===== config.mk =====
export PLATFORM = sky130hd
export DESIGN_NAME = emif_core
export DESIGN_NICKNAME = d
export VERILOG_FILES = /design/src/shared/emif_core_pkg.sv /design/src/hw/post_slots.sv /design/src/hw/emif_core.sv
export VERILOG_INCLUDE_DIRS = /design/src /design/src/shared
export SDC_FILE = /design/constraint.sdc
export NUM_CORES = 1
export LEC_CHECK = 0
export ABC_AREA = 1
export BUFFER_PORTS_ARGS = -buffer_cell sky130_fd_sc_hd__buf_2
export CAP_MARGIN = 20
export CORE_ASPECT_RATIO = 0.5
export CORE_MARGIN = 8
export CORE_UTILIZATION = 35
export DETAILED_ROUTE_END_ITERATION = 16
export HOLD_SLACK_MARGIN = 0.02
export PLACE_DENSITY = 0.67
export SLEW_MARGIN = 20
export SYNTH_ARGS = -nofsm -noshare
export SYNTH_HDL_FRONTEND = slang
export SYNTH_SLANG_ARGS = --single-unit
export TNS_END_PERCENT = 1

===== constraint.sdc =====
create_clock -name i_clk -period 6.8 [get_ports i_clk]
set_input_delay 1.7 -clock i_clk [delete_from_list [all_inputs] [get_ports i_clk]]
set_output_delay 1.7 -clock i_clk [all_outputs]
set_load 0.05 [all_outputs]

===== src/shared/emif_core_map.svh =====
`ifndef EMIF_CORE_MAP_SVH
`define EMIF_CORE_MAP_SVH

// Address layout: four spaces of 4M bytes each
`define ADDR_W        24
`define DATA_W        32
`define SPACE_HI      23
`define SPACE_LO      22
`define NUM_SPACES    4
`define NUM_SRC       6

// Reset values of the pin-facing outputs
`define GRANT_N_RST   1'b0
`define DRIVE_EN_RST  1'b0
`define CS_N_IDLE     4'hF

`endif


===== src/shared/emif_core_pkg.sv =====
package emif_core_pkg;
`include "emif_core_map.svh"

    typedef logic [2:0] memory_type_field_t;

    // Memory type codes; all others reserved
    localparam memory_type_field_t MT_ASYNC8  = 3'h0;
    localparam memory_type_field_t MT_ASYNC16 = 3'h1;
    localparam memory_type_field_t MT_ASYNC32 = 3'h2;
    localparam memory_type_field_t MT_SDRAM   = 3'h3;
    localparam memory_type_field_t MT_SBSRAM  = 3'h4;

    // Request sources in falling priority
    localparam int SRC_E   = 0;
    localparam int SRC_F   = 1;
    localparam int SRC_D   = 2;
    localparam int SRC_C   = 3;
    localparam int SRC_P   = 4;
    localparam int SRC_DMA = 5;

    typedef struct packed {
        logic                valid;
        logic                write;
        logic [`ADDR_W-1:0]  addr;
        logic [`DATA_W-1:0]  data;
    } cpu_req_t;

    typedef struct packed {
        logic [`ADDR_W-1:0]  addr;
        logic [`DATA_W-1:0]  data;
    } post_entry_t;

    typedef struct packed {
        logic [`ADDR_W-1:0]  addr;
        logic [`DATA_W-1:0]  data;
        logic                write;
        logic [1:0]          space;
        memory_type_field_t              memory_type_field;
        logic                rom;
        logic                hold_merged;
    } ext_acc_t;

    typedef enum {
        S_SHARE, S_RESUME, S_IDLE, S_DEAD, S_ACCESS, S_REFRESH, S_STOP, S_SLEEP
    } state_t;

endpackage : emif_core_pkg


===== src/hw/post_slots.sv =====
`timescale 1ns/10ps
module post_slots #(
    parameter int WIDTH = 56,
    parameter int DEPTH = 2
) (
    // Clock
    input  wire logic                     i_clk,
    // Write port
    input  wire logic                     i_wr_en,
    input  wire logic [$clog2(DEPTH)-1:0] i_wr_addr,
    input  wire logic [WIDTH-1:0]         i_wr_data,
    // Read port, registered
    input  wire logic [$clog2(DEPTH)-1:0] i_rd_addr,
    output logic      [WIDTH-1:0]         o_rd_data
);
    if (DEPTH < 2 || WIDTH < 1) begin : g_size_check
        $error("post_slots: DEPTH must be >= 2");
    end

    logic [WIDTH-1:0] mem [DEPTH];

    always_ff @(posedge i_clk) begin
        if (i_wr_en) begin
            mem[i_wr_addr] <= i_wr_data;
        end
        o_rd_data <= mem[i_rd_addr];
    end
endmodule : post_slots


===== src/hw/emif_core.sv =====
`timescale 1ns/10ps
//
// Behaviour
// - Four chip-enable spaces, space 0 lowest, each up to 4M bytes.
// - Part of space 3 goes to internal ROM when the ROM map bit is set.
// - Async and burst SRAM spaces get their chip select low during access.
// - SDRAM arrangements may span two or four spaces; here each SDRAM space drives only its own chip select.
// - Three-bit memory type per space: async 8/16/32, SDRAM, burst SRAM.
// - Writes to an 8-bit async space are never performed, except to the internal ROM part of space 3.
// - Space or direction change inserts one dead cycle, all selects high.
// - That dead cycle doubles as the async extended hold cycle.
// - Share request is synchronised and has top priority.
// - On share request, finish the current access then stop.
// - Outputs released first, grant driven low afterwards.
// - No refresh during share; owed refresh comes first after release.
// - Block bit makes share requests ignored.
// - Without posting, acknowledge only after the external access, except DMA writes and dropped 8-bit writes.
// - With posting, acknowledge bus E and F writes at once and store them.
// - Two posting entries, allocated in arrival order.
// - Write bus E beats write bus F for a posting entry.
// - One global bit enables posting; clear disables it.
// - DMA writes are acknowledged early, without posting entries.
// - Idle request drains posted entries; idle ignores refresh and share.
// - Reset sits in share state, grant low; leave when no request.
// - Fixed priority: share, urgent refresh, posted entry, E, F, D, C, P, DMA, trickle.
module emif_core
#(
    parameter int                 POST_DEPTH = 2,
    parameter logic [`ADDR_W-1:0] ROM_BASE   = 24'hFF0000
) (
    // Clock and reset
    input  wire logic                           i_clk,
    input  wire logic                           i_rstn,
    // Bus share pins
    input  wire logic                           i_share_req_n,
    output logic                                o_bus_share_grant_n,
    output logic                                o_drive_en,
    // Configuration
    input  wire emif_core_pkg::memory_type_field_t          i_memory_type_field [`NUM_SPACES],
    input  wire logic                           i_share_request_block,
    input  wire logic                           i_post_write_enable,
    input  wire logic                           i_rom_map_select,
    // Power domain idle
    input  wire logic                           i_idle_req,
    output logic                                o_idle_ack,
    // CPU and DMA requests
    input  wire emif_core_pkg::cpu_req_t        i_req [`NUM_SRC],
    output logic [`NUM_SRC-1:0]                 o_ack,
    // Refresh requests
    input  wire logic                           i_refresh_urgent,
    input  wire logic                           i_refresh_trickle,
    output logic                                o_refresh_go,
    // Protocol engine side
    output emif_core_pkg::ext_acc_t             o_acc,
    output logic                                o_acc_start,
    input  wire logic                           i_acc_done,
    // Chip selects
    output logic                                o_chip_select0_n,
    output logic                                o_chip_select1_n,
    output logic                                o_chip_select2_n,
    output logic                                o_chip_select3_n
);
    import emif_core_pkg::*;

    localparam int PW = $clog2(POST_DEPTH);
    localparam logic [PW:0] FULL = (PW+1)'(POST_DEPTH);

    if (POST_DEPTH != 2) begin : g_depth_check
        $error("emif_core: POST_DEPTH must be 2");
    end

    function automatic logic [3:0] first_one(input logic [8:0] v);
        logic [3:0] idx;
        idx = 4'hF;
        for (int i = 8; i >= 0; i--) begin
            if (v[i]) idx = 4'(i);
        end
        return idx;
    endfunction : first_one

    ////////////////////////////////////////////////////////////////////////////
    // Reset release and share pin synchroniser

    logic rst_meta;
    logic rstn_int;
    logic share_meta;
    logic share_sync_n;

    always_ff @(posedge i_clk or negedge i_rstn) begin
        if (!i_rstn) begin
            rst_meta <= 1'b0;
            rstn_int <= 1'b0;
        end else begin
            rst_meta <= 1'b1;
            rstn_int <= rst_meta;
        end
    end

    always_ff @(posedge i_clk or negedge rstn_int) begin
        if (!rstn_int) begin
            share_meta   <= 1'b1;
            share_sync_n <= 1'b1;
        end else begin
            share_meta   <= i_share_req_n;
            share_sync_n <= share_meta;
        end
    end

    wire share_act = ~share_sync_n & ~i_share_request_block;

    ////////////////////////////////////////////////////////////////////////////
    // Posting entries

    state_t             state;
    state_t             next_state;
    logic [PW-1:0]      head;
    logic [PW-1:0]      tail;
    logic [PW:0]        post_cnt;
    logic [PW:0]        cnt_seen;
    post_entry_t        slot_q;
    logic               pop;

    wire [`NUM_SRC-1:0] elig;
    for (genvar g = 0; g < `NUM_SRC; g++) begin : g_elig
        assign elig[g] = i_req[g].valid & ~o_ack[g];
    end

    wire       posting   = i_post_write_enable;
    wire [1:0] post_cand = {elig[SRC_F], elig[SRC_E]} & {2{posting && post_cnt < FULL}};
    wire [3:0] post_win  = first_one({7'h00, post_cand});
    wire       push      = post_cand != 2'b00;
    wire       push_f    = post_win == 4'h1;
    wire [2:0] push_src  = push_f ? 3'(SRC_F) : 3'(SRC_E);

    post_slots #(
        .WIDTH ($bits(post_entry_t)),
        .DEPTH (POST_DEPTH)
    ) u_slots (
        .i_clk     (i_clk),
        .i_wr_en   (push),
        .i_wr_addr (tail),
        .i_wr_data ({i_req[push_src].addr, i_req[push_src].data}),
        .i_rd_addr (head),
        .o_rd_data (slot_q)
    );

    // Entry usable once its registered read data have settled
    wire slot_avail = (post_cnt != '0) && (cnt_seen != '0);

    always_ff @(posedge i_clk or negedge rstn_int) begin
        if (!rstn_int) begin
            head     <= '0;
            tail     <= '0;
            post_cnt <= '0;
            cnt_seen <= '0;
        end else begin
            head     <= pop ? head + 1'b1 : head;
            tail     <= push ? tail + 1'b1 : tail;
            post_cnt <= post_cnt + (PW+1)'(push) - (PW+1)'(pop);
            cnt_seen <= pop ? '0 : post_cnt;
        end
    end

    ////////////////////////////////////////////////////////////////////////////
    // Arbitration and space decode

    logic     refresh_owed;
    logic     have_last;
    logic     last_write;
    logic     ack_at_done;
    logic [1:0] last_space;
    logic [2:0] acc_src;
    ext_acc_t acc;

    wire       ref_urgent = i_refresh_urgent | refresh_owed;
    wire [8:0] cand = {i_refresh_trickle, elig[SRC_DMA], elig[SRC_P], elig[SRC_C],
                       elig[SRC_D], elig[SRC_F] & ~posting, elig[SRC_E] & ~posting,
                       slot_avail, ref_urgent};
    wire [3:0] win       = first_one(cand);
    wire       from_slot = win == 4'h1;
    wire       is_cpu    = win >= 4'h2 && win <= 4'h7;
    wire [2:0] win_src   = is_cpu ? 3'(win - 4'h2) : 3'(SRC_E);
    wire       sel_write = from_slot | i_req[win_src].write;
    wire [`ADDR_W-1:0] sel_addr = from_slot ? slot_q.addr : i_req[win_src].addr;
    wire [`DATA_W-1:0] sel_data = from_slot ? slot_q.data : i_req[win_src].data;
    wire [1:0] sel_space = sel_addr[`SPACE_HI:`SPACE_LO];
    wire memory_type_field_t sel_memory_type_field = i_memory_type_field[sel_space];
    wire sel_rom  = i_rom_map_select && sel_space == 2'h3 && sel_addr >= ROM_BASE;
    wire sel_drop = sel_write && sel_memory_type_field == MT_ASYNC8 && !sel_rom;
    wire need_dead = have_last && (sel_space != last_space || sel_write != last_write);
    wire sel_async = sel_memory_type_field <= MT_ASYNC32;

    ////////////////////////////////////////////////////////////////////////////
    // Sequencer

    logic [`NUM_SRC-1:0] next_ack;
    logic                next_start;
    logic                next_refresh_go;
    logic                issue;
    logic                next_ack_at_done;
    ext_acc_t            next_acc;

    always_comb begin
        next_state       = state;
        next_ack         = '0;
        next_start       = 1'b0;
        next_refresh_go  = 1'b0;
        next_acc         = acc;
        next_ack_at_done = ack_at_done;
        pop              = 1'b0;
        issue            = 1'b0;
        if (push) next_ack[push_src] = 1'b1;
        unique case (state)
            S_SHARE:  if (!share_act) next_state = S_RESUME;
            S_RESUME: next_state = S_IDLE;
            S_STOP:   next_state = S_SHARE;
            S_SLEEP:  if (!i_idle_req) next_state = S_IDLE;
            S_DEAD: begin
                next_state = S_ACCESS;
                next_start = 1'b1;
            end
            S_ACCESS: if (i_acc_done) begin
                next_state = S_IDLE;
                if (ack_at_done) next_ack[acc_src] = 1'b1;
            end
            S_REFRESH: if (i_acc_done) next_state = S_IDLE;
            S_IDLE: begin
                if (share_act) begin
                    next_state = S_STOP;
                end else if (i_idle_req && post_cnt == '0) begin
                    next_state = S_SLEEP;
                end else if (win == 4'h0 || win == 4'h8) begin
                    next_state      = S_REFRESH;
                    next_refresh_go = 1'b1;
                end else if (win != 4'hF) begin
                    pop = from_slot;
                    if (sel_drop) begin
                        if (is_cpu) next_ack[win_src] = 1'b1;
                    end else begin
                        issue = 1'b1;
                        next_acc = '{addr: sel_addr, data: sel_data, write: sel_write,
                                     space: sel_space, memory_type_field: sel_memory_type_field, rom: sel_rom,
                                     hold_merged: need_dead && sel_async};
                        next_ack_at_done = is_cpu && !(win_src == 3'(SRC_DMA) && sel_write);
                        if (is_cpu && win_src == 3'(SRC_DMA) && sel_write) begin
                            next_ack[win_src] = 1'b1;
                        end
                        next_state = need_dead ? S_DEAD : S_ACCESS;
                        next_start = !need_dead;
                    end
                end
            end
        endcase
    end

    // Selects low only in access; SDRAM uses its own space's select
    wire       next_in_acc = next_state == S_ACCESS && !next_acc.rom;
    wire [3:0] next_cs_n = next_in_acc ? ~(4'h1 << next_acc.space) : `CS_N_IDLE;
    wire       next_grant_n = next_state != S_SHARE;
    wire       next_drive = next_state != S_SHARE && next_state != S_STOP;

    always_ff @(posedge i_clk or negedge rstn_int) begin
        if (!rstn_int) begin
            state       <= S_SHARE;
            o_bus_share_grant_n <= `GRANT_N_RST;
            o_drive_en  <= `DRIVE_EN_RST;
            {o_chip_select3_n, o_chip_select2_n, o_chip_select1_n, o_chip_select0_n} <= `CS_N_IDLE;
            o_ack       <= '0;
            o_acc_start <= 1'b0;
            o_refresh_go <= 1'b0;
            o_idle_ack  <= 1'b0;
            acc         <= '0;
            acc_src     <= '0;
            ack_at_done <= 1'b0;
        end else begin
            state       <= next_state;
            o_bus_share_grant_n <= next_grant_n;
            o_drive_en  <= next_drive;
            {o_chip_select3_n, o_chip_select2_n, o_chip_select1_n, o_chip_select0_n} <= next_cs_n;
            o_ack       <= next_ack;
            o_acc_start <= next_start;
            o_refresh_go <= next_refresh_go;
            o_idle_ack  <= next_state == S_SLEEP;
            acc         <= next_acc;
            acc_src     <= issue ? win_src : acc_src;
            ack_at_done <= next_ack_at_done;
        end
    end

    assign o_acc = acc;

    always_ff @(posedge i_clk or negedge rstn_int) begin
        if (!rstn_int) begin
            have_last    <= 1'b0;
            last_space   <= '0;
            last_write   <= 1'b0;
            refresh_owed <= 1'b0;
        end else begin
            have_last  <= have_last | issue;
            last_space <= issue ? sel_space : last_space;
            last_write <= issue ? sel_write : last_write;
            if (state == S_SHARE && (i_refresh_urgent || i_refresh_trickle)) begin
                refresh_owed <= 1'b1;
            end else if (next_refresh_go && win == 4'h0) begin
                refresh_owed <= 1'b0;
            end
        end
    end
endmodule : emif_core


==> run summary <==
RSZ-0062 raised after global routing: false
slowest CP cell: or3_2
clk_skew: 0.0173 ns
Final Critical Period: 5.35 ns
type of the worst setup path: in2reg
Final GP Congestion: 0.966
H-tree Lvls: 1
Reg clk slew, reported paths: 0.07 ns
Post-synth top flop: dfrtp_1
Critical Path End Type: flop
Worst EP arrival: 5.73 ns
largest net degree at the start of global routing: 78
Synth-to-Final Area Change: 25.6%
share of layout cells above drive strength 1: 0.271
DR vias/cell: 5.09
CP Launch Type: input port
cell row count: 52
Leakage: 8.68 nW
Pwr per Cell Area: 369 mW/mm²
Max VDD drop: 194 µV
Clock Tree Buf Depth: 3
Hold Path Class: reg2reg
first-pass GRT wire length: 80200 µm
Vias: 13800
asr flop ratio synth: 0.436
Post-Synth XOR/XNOR Area: 0.00302
simple-gate share of the synthesized area: 0.231
total setup buffers inserted after CTS: 0
Detail Route Antenna Nets: 0
main area contributors after synthesis: edfxtp_1, dfrtp_1, nand2_1
Port Buf Inserts: 448
CP cell instances: buf_2, inv_2, nand3_4, nand2_1, inv_2, a21oi_4, inv_2, nor2_4, nand2_2, inv_2, a21oi_1, nand2_1, nand2_2, nor2_1, nand2_1, nor2_2, nand2_2, nand3_4, nand2_4, or3_2, nand2_1, o21ai_0
GR Util All Layers: 0.208
post-synthesis mux area share: 0
Ys Warns: 0
clock insertion delay at the later pin of the skew report: 0.55 ns
Max Freq: 187 MHz
final hold violation count: 0
Largest stage delay, worst path: 0.85 ns
Final #Nets: 2524
Mapped Nets: 2129
die area: 0.0485 mm²
# Max-Cap Violations: 0
Sink Count: 298
chip height: 160 µm
Worst Tran Pin Value: 1.03 ns
Synth Area per Inst: 8.24 µm²
period utilization: 0.787
vias in the first global route: 13600
DRC viols: 0
IO Pins: 449
post-synthesis register bit count: 298
largest family of logic cells by synthesized area: simple AND/OR/NAND/NOR gates
Yosys top cell area share: 0.232
Synth area leader: edfxtp_1
Avg WL per Cell: 19.6 µm
# fillers: 4081
Hold Buf Count CTS: 0
fin cells: 2720
Die Wd: 304 µm
Crit path required time: 7.18 ns
Synth Area in Adders: 0.00173
number of synthesized flops with an enable pin: 112
Synth Area in Compound Gates: 0.154
status: finished, final reports clean
Crit Path Max Fanout: 56
Final Setup Violations: 0
total wire length: 53300 µm
Num CTS Buffers: 28
post-DP HPWL: 39500 µm
Synth cell types: 55
Syn Inst Count: 1757
GRT overflow: 0
relative slew slack: 0.313
CTS root buf: clkbuf_16
Starting Density: 0.357
CTS tree: done
sequential cell area fraction in the yosys report: 0.535
DR pass1 iterations: 9
Post-Synthesis Cell Area: 0.0145 mm²
fin. max-slew vios: 0
Final TNS setup: 0 ns
Post-CTS Resized: 0
initial antenna violation count: 7
CORE AREA: 0.0406 mm²
Inst Count DP: 2661
Iteration-0 DRC Markers: 1270
-- cell usage in the layout, fill, tap and decap left out, drive strengths merged, types with 15 or more instances in the layout --
| cell | instances |
|---|---|
| nand2 | 535 |
| buf | 469 |
| o21ai | 177 |
| inv | 170 |
| nor2 | 127 |
| dfrtp | 124 |
| edfxtp | 112 |
| nand3 | 93 |
| a21oi | 62 |
| dfxtp | 56 |
| o22ai | 49 |
| clkbuf | 40 |
| a31oi | 31 |
| a221oi | 20 |
| a22oi | 19 |
| nor3 | 15 |
-- flip-flops by register name (all words and copies together) (netlist names), 2 cells and up --
register and count:
state 32, u_slots.mem 112, u_slots.o_rd_data 56, o_acc 64, o_ack 6, acc_src 3, post_cnt 2, cnt_seen 2
last_space 2
-- routing by layer --
layer	GRT usage	vias to the layer above	wire, µm
met5	0	-	8
met4	0.0650	2	1550
met3	0.0434	90	3000
met2	0.380	439	27900
met1	0.243	6649	20900
li1	-	6661	-
-- critical path: cells and delay by family --
family	cells	cell delay [ns]
AO/OA/AOI/OAI	3	0.40
buffers and inverters	5	1.04
AND/OR/NAND/NOR	14	2.51
-- through the flow --
| stage | hold WS [ns] | setup WS, ns | cell area (µm²) | total power [W] | utilization |
|---|---|---|---|---|---|
| floorplan | 0.331 | 1.76 | 14500 | 0.00430 | - |
| global placement | 0.338 | 1.04 | 17200 | 0.00507 | 0.423 |
| detailed placement | 0.341 | 0.962 | 17200 | 0.00510 | 0.423 |
| CTS | 0.358 | 1.53 | 18100 | 0.00676 | 0.447 |
| global route | 0.366 | 1.15 | 18200 | 0.00709 | 0.448 |
| finish | 0.355 | 1.45 | 18200 | 0.00670 | 0.448 |
-- power by group --
part / internal [W] / total [W] / switching, W
combinational: 0.000645 / 0.00243 / 0.00178
clock: 0.000947 / 0.00166 / 0.000708
sequential: 0.00240 / 0.00262 / 0.000220
total: 0.00399 / 0.00670 / 0.00271
-- kinds of logic (layout without fill, tap and decap cells) --
kind of cell,count (synthesis),after routing
other,1,7
buffers and inverters,273,690
AOI/OAI and AO/OA,380,380
and+or+nand+nor,798,798
adders and majority gates,2,2
DFF,298,298
xor gates and xnor gates,5,5
-- cells in the mapped netlist (3+ instances only) --
| cell | instances |
|---|---|
| a21oi_1 | 56 |
| a21oi_2 | 5 |
| a221oi_1 | 20 |
| a22oi_1 | 19 |
| a31oi_1 | 31 |
| a41oi_1 | 6 |
| buf_1 | 19 |
| buf_4 | 8 |
| buf_6 | 3 |
| clkbuf_1 | 73 |
| dfrtp_1 | 124 |
| dfstp_2 | 6 |
| dfxtp_1 | 56 |
| edfxtp_1 | 112 |
| inv_1 | 155 |
| inv_2 | 12 |
| nand2_1 | 526 |
| nand2_2 | 6 |
| nand2_4 | 3 |
| nand3_1 | 87 |
| nand3_2 | 4 |
| nand3b_1 | 3 |
| nand4_1 | 10 |
| nor2_1 | 115 |
| nor2_2 | 9 |
| nor3_1 | 14 |
| nor4_1 | 4 |
| o211ai_1 | 5 |
| o21ai_0 | 152 |
| o21ai_1 | 24 |
| o22ai_1 | 49 |
| o32ai_1 | 3 |
| or2_2 | 7 |
| xor2_1 | 4 |
-- final cells by class --
| class | instances | area, µm² | area share |
|---|---|---|---|
| inverter | 169 | 638 | 0.0351 |
| clock inverter | 12 | 100 | 0.00551 |
| sequential | 298 | 7750 | 0.426 |
| timing repair buffer | 469 | 2420 | 0.133 |
| tap | 540 | 676 | 0.0372 |
| multi-input combinational | 1186 | 5700 | 0.314 |
| antenna | 6 | 15.0 | 0.000826 |
| clock buffer | 40 | 881 | 0.0484 |
-- worst paths after layout --
path | start | slack (ns) | endpoint | cells past startpoint
worst min register to register | rst_meta | 0.36 | rstn_int | 0
min in group asynchronous | rstn_int | 0.43 | o_ack[3] | 0
worst max-delay path | i_post_write_enable | 1.45 | o_acc[39] | 22
worst max register to register | o_ack[0] | 2.28 | o_acc[39] | 21
max in group asynchronous | rstn_int | 5.17 | o_chip_select1_n | 2
worst min-delay path | rst_meta | 0.36 | rstn_int | 0
Power figures use the tool's default switching activity.
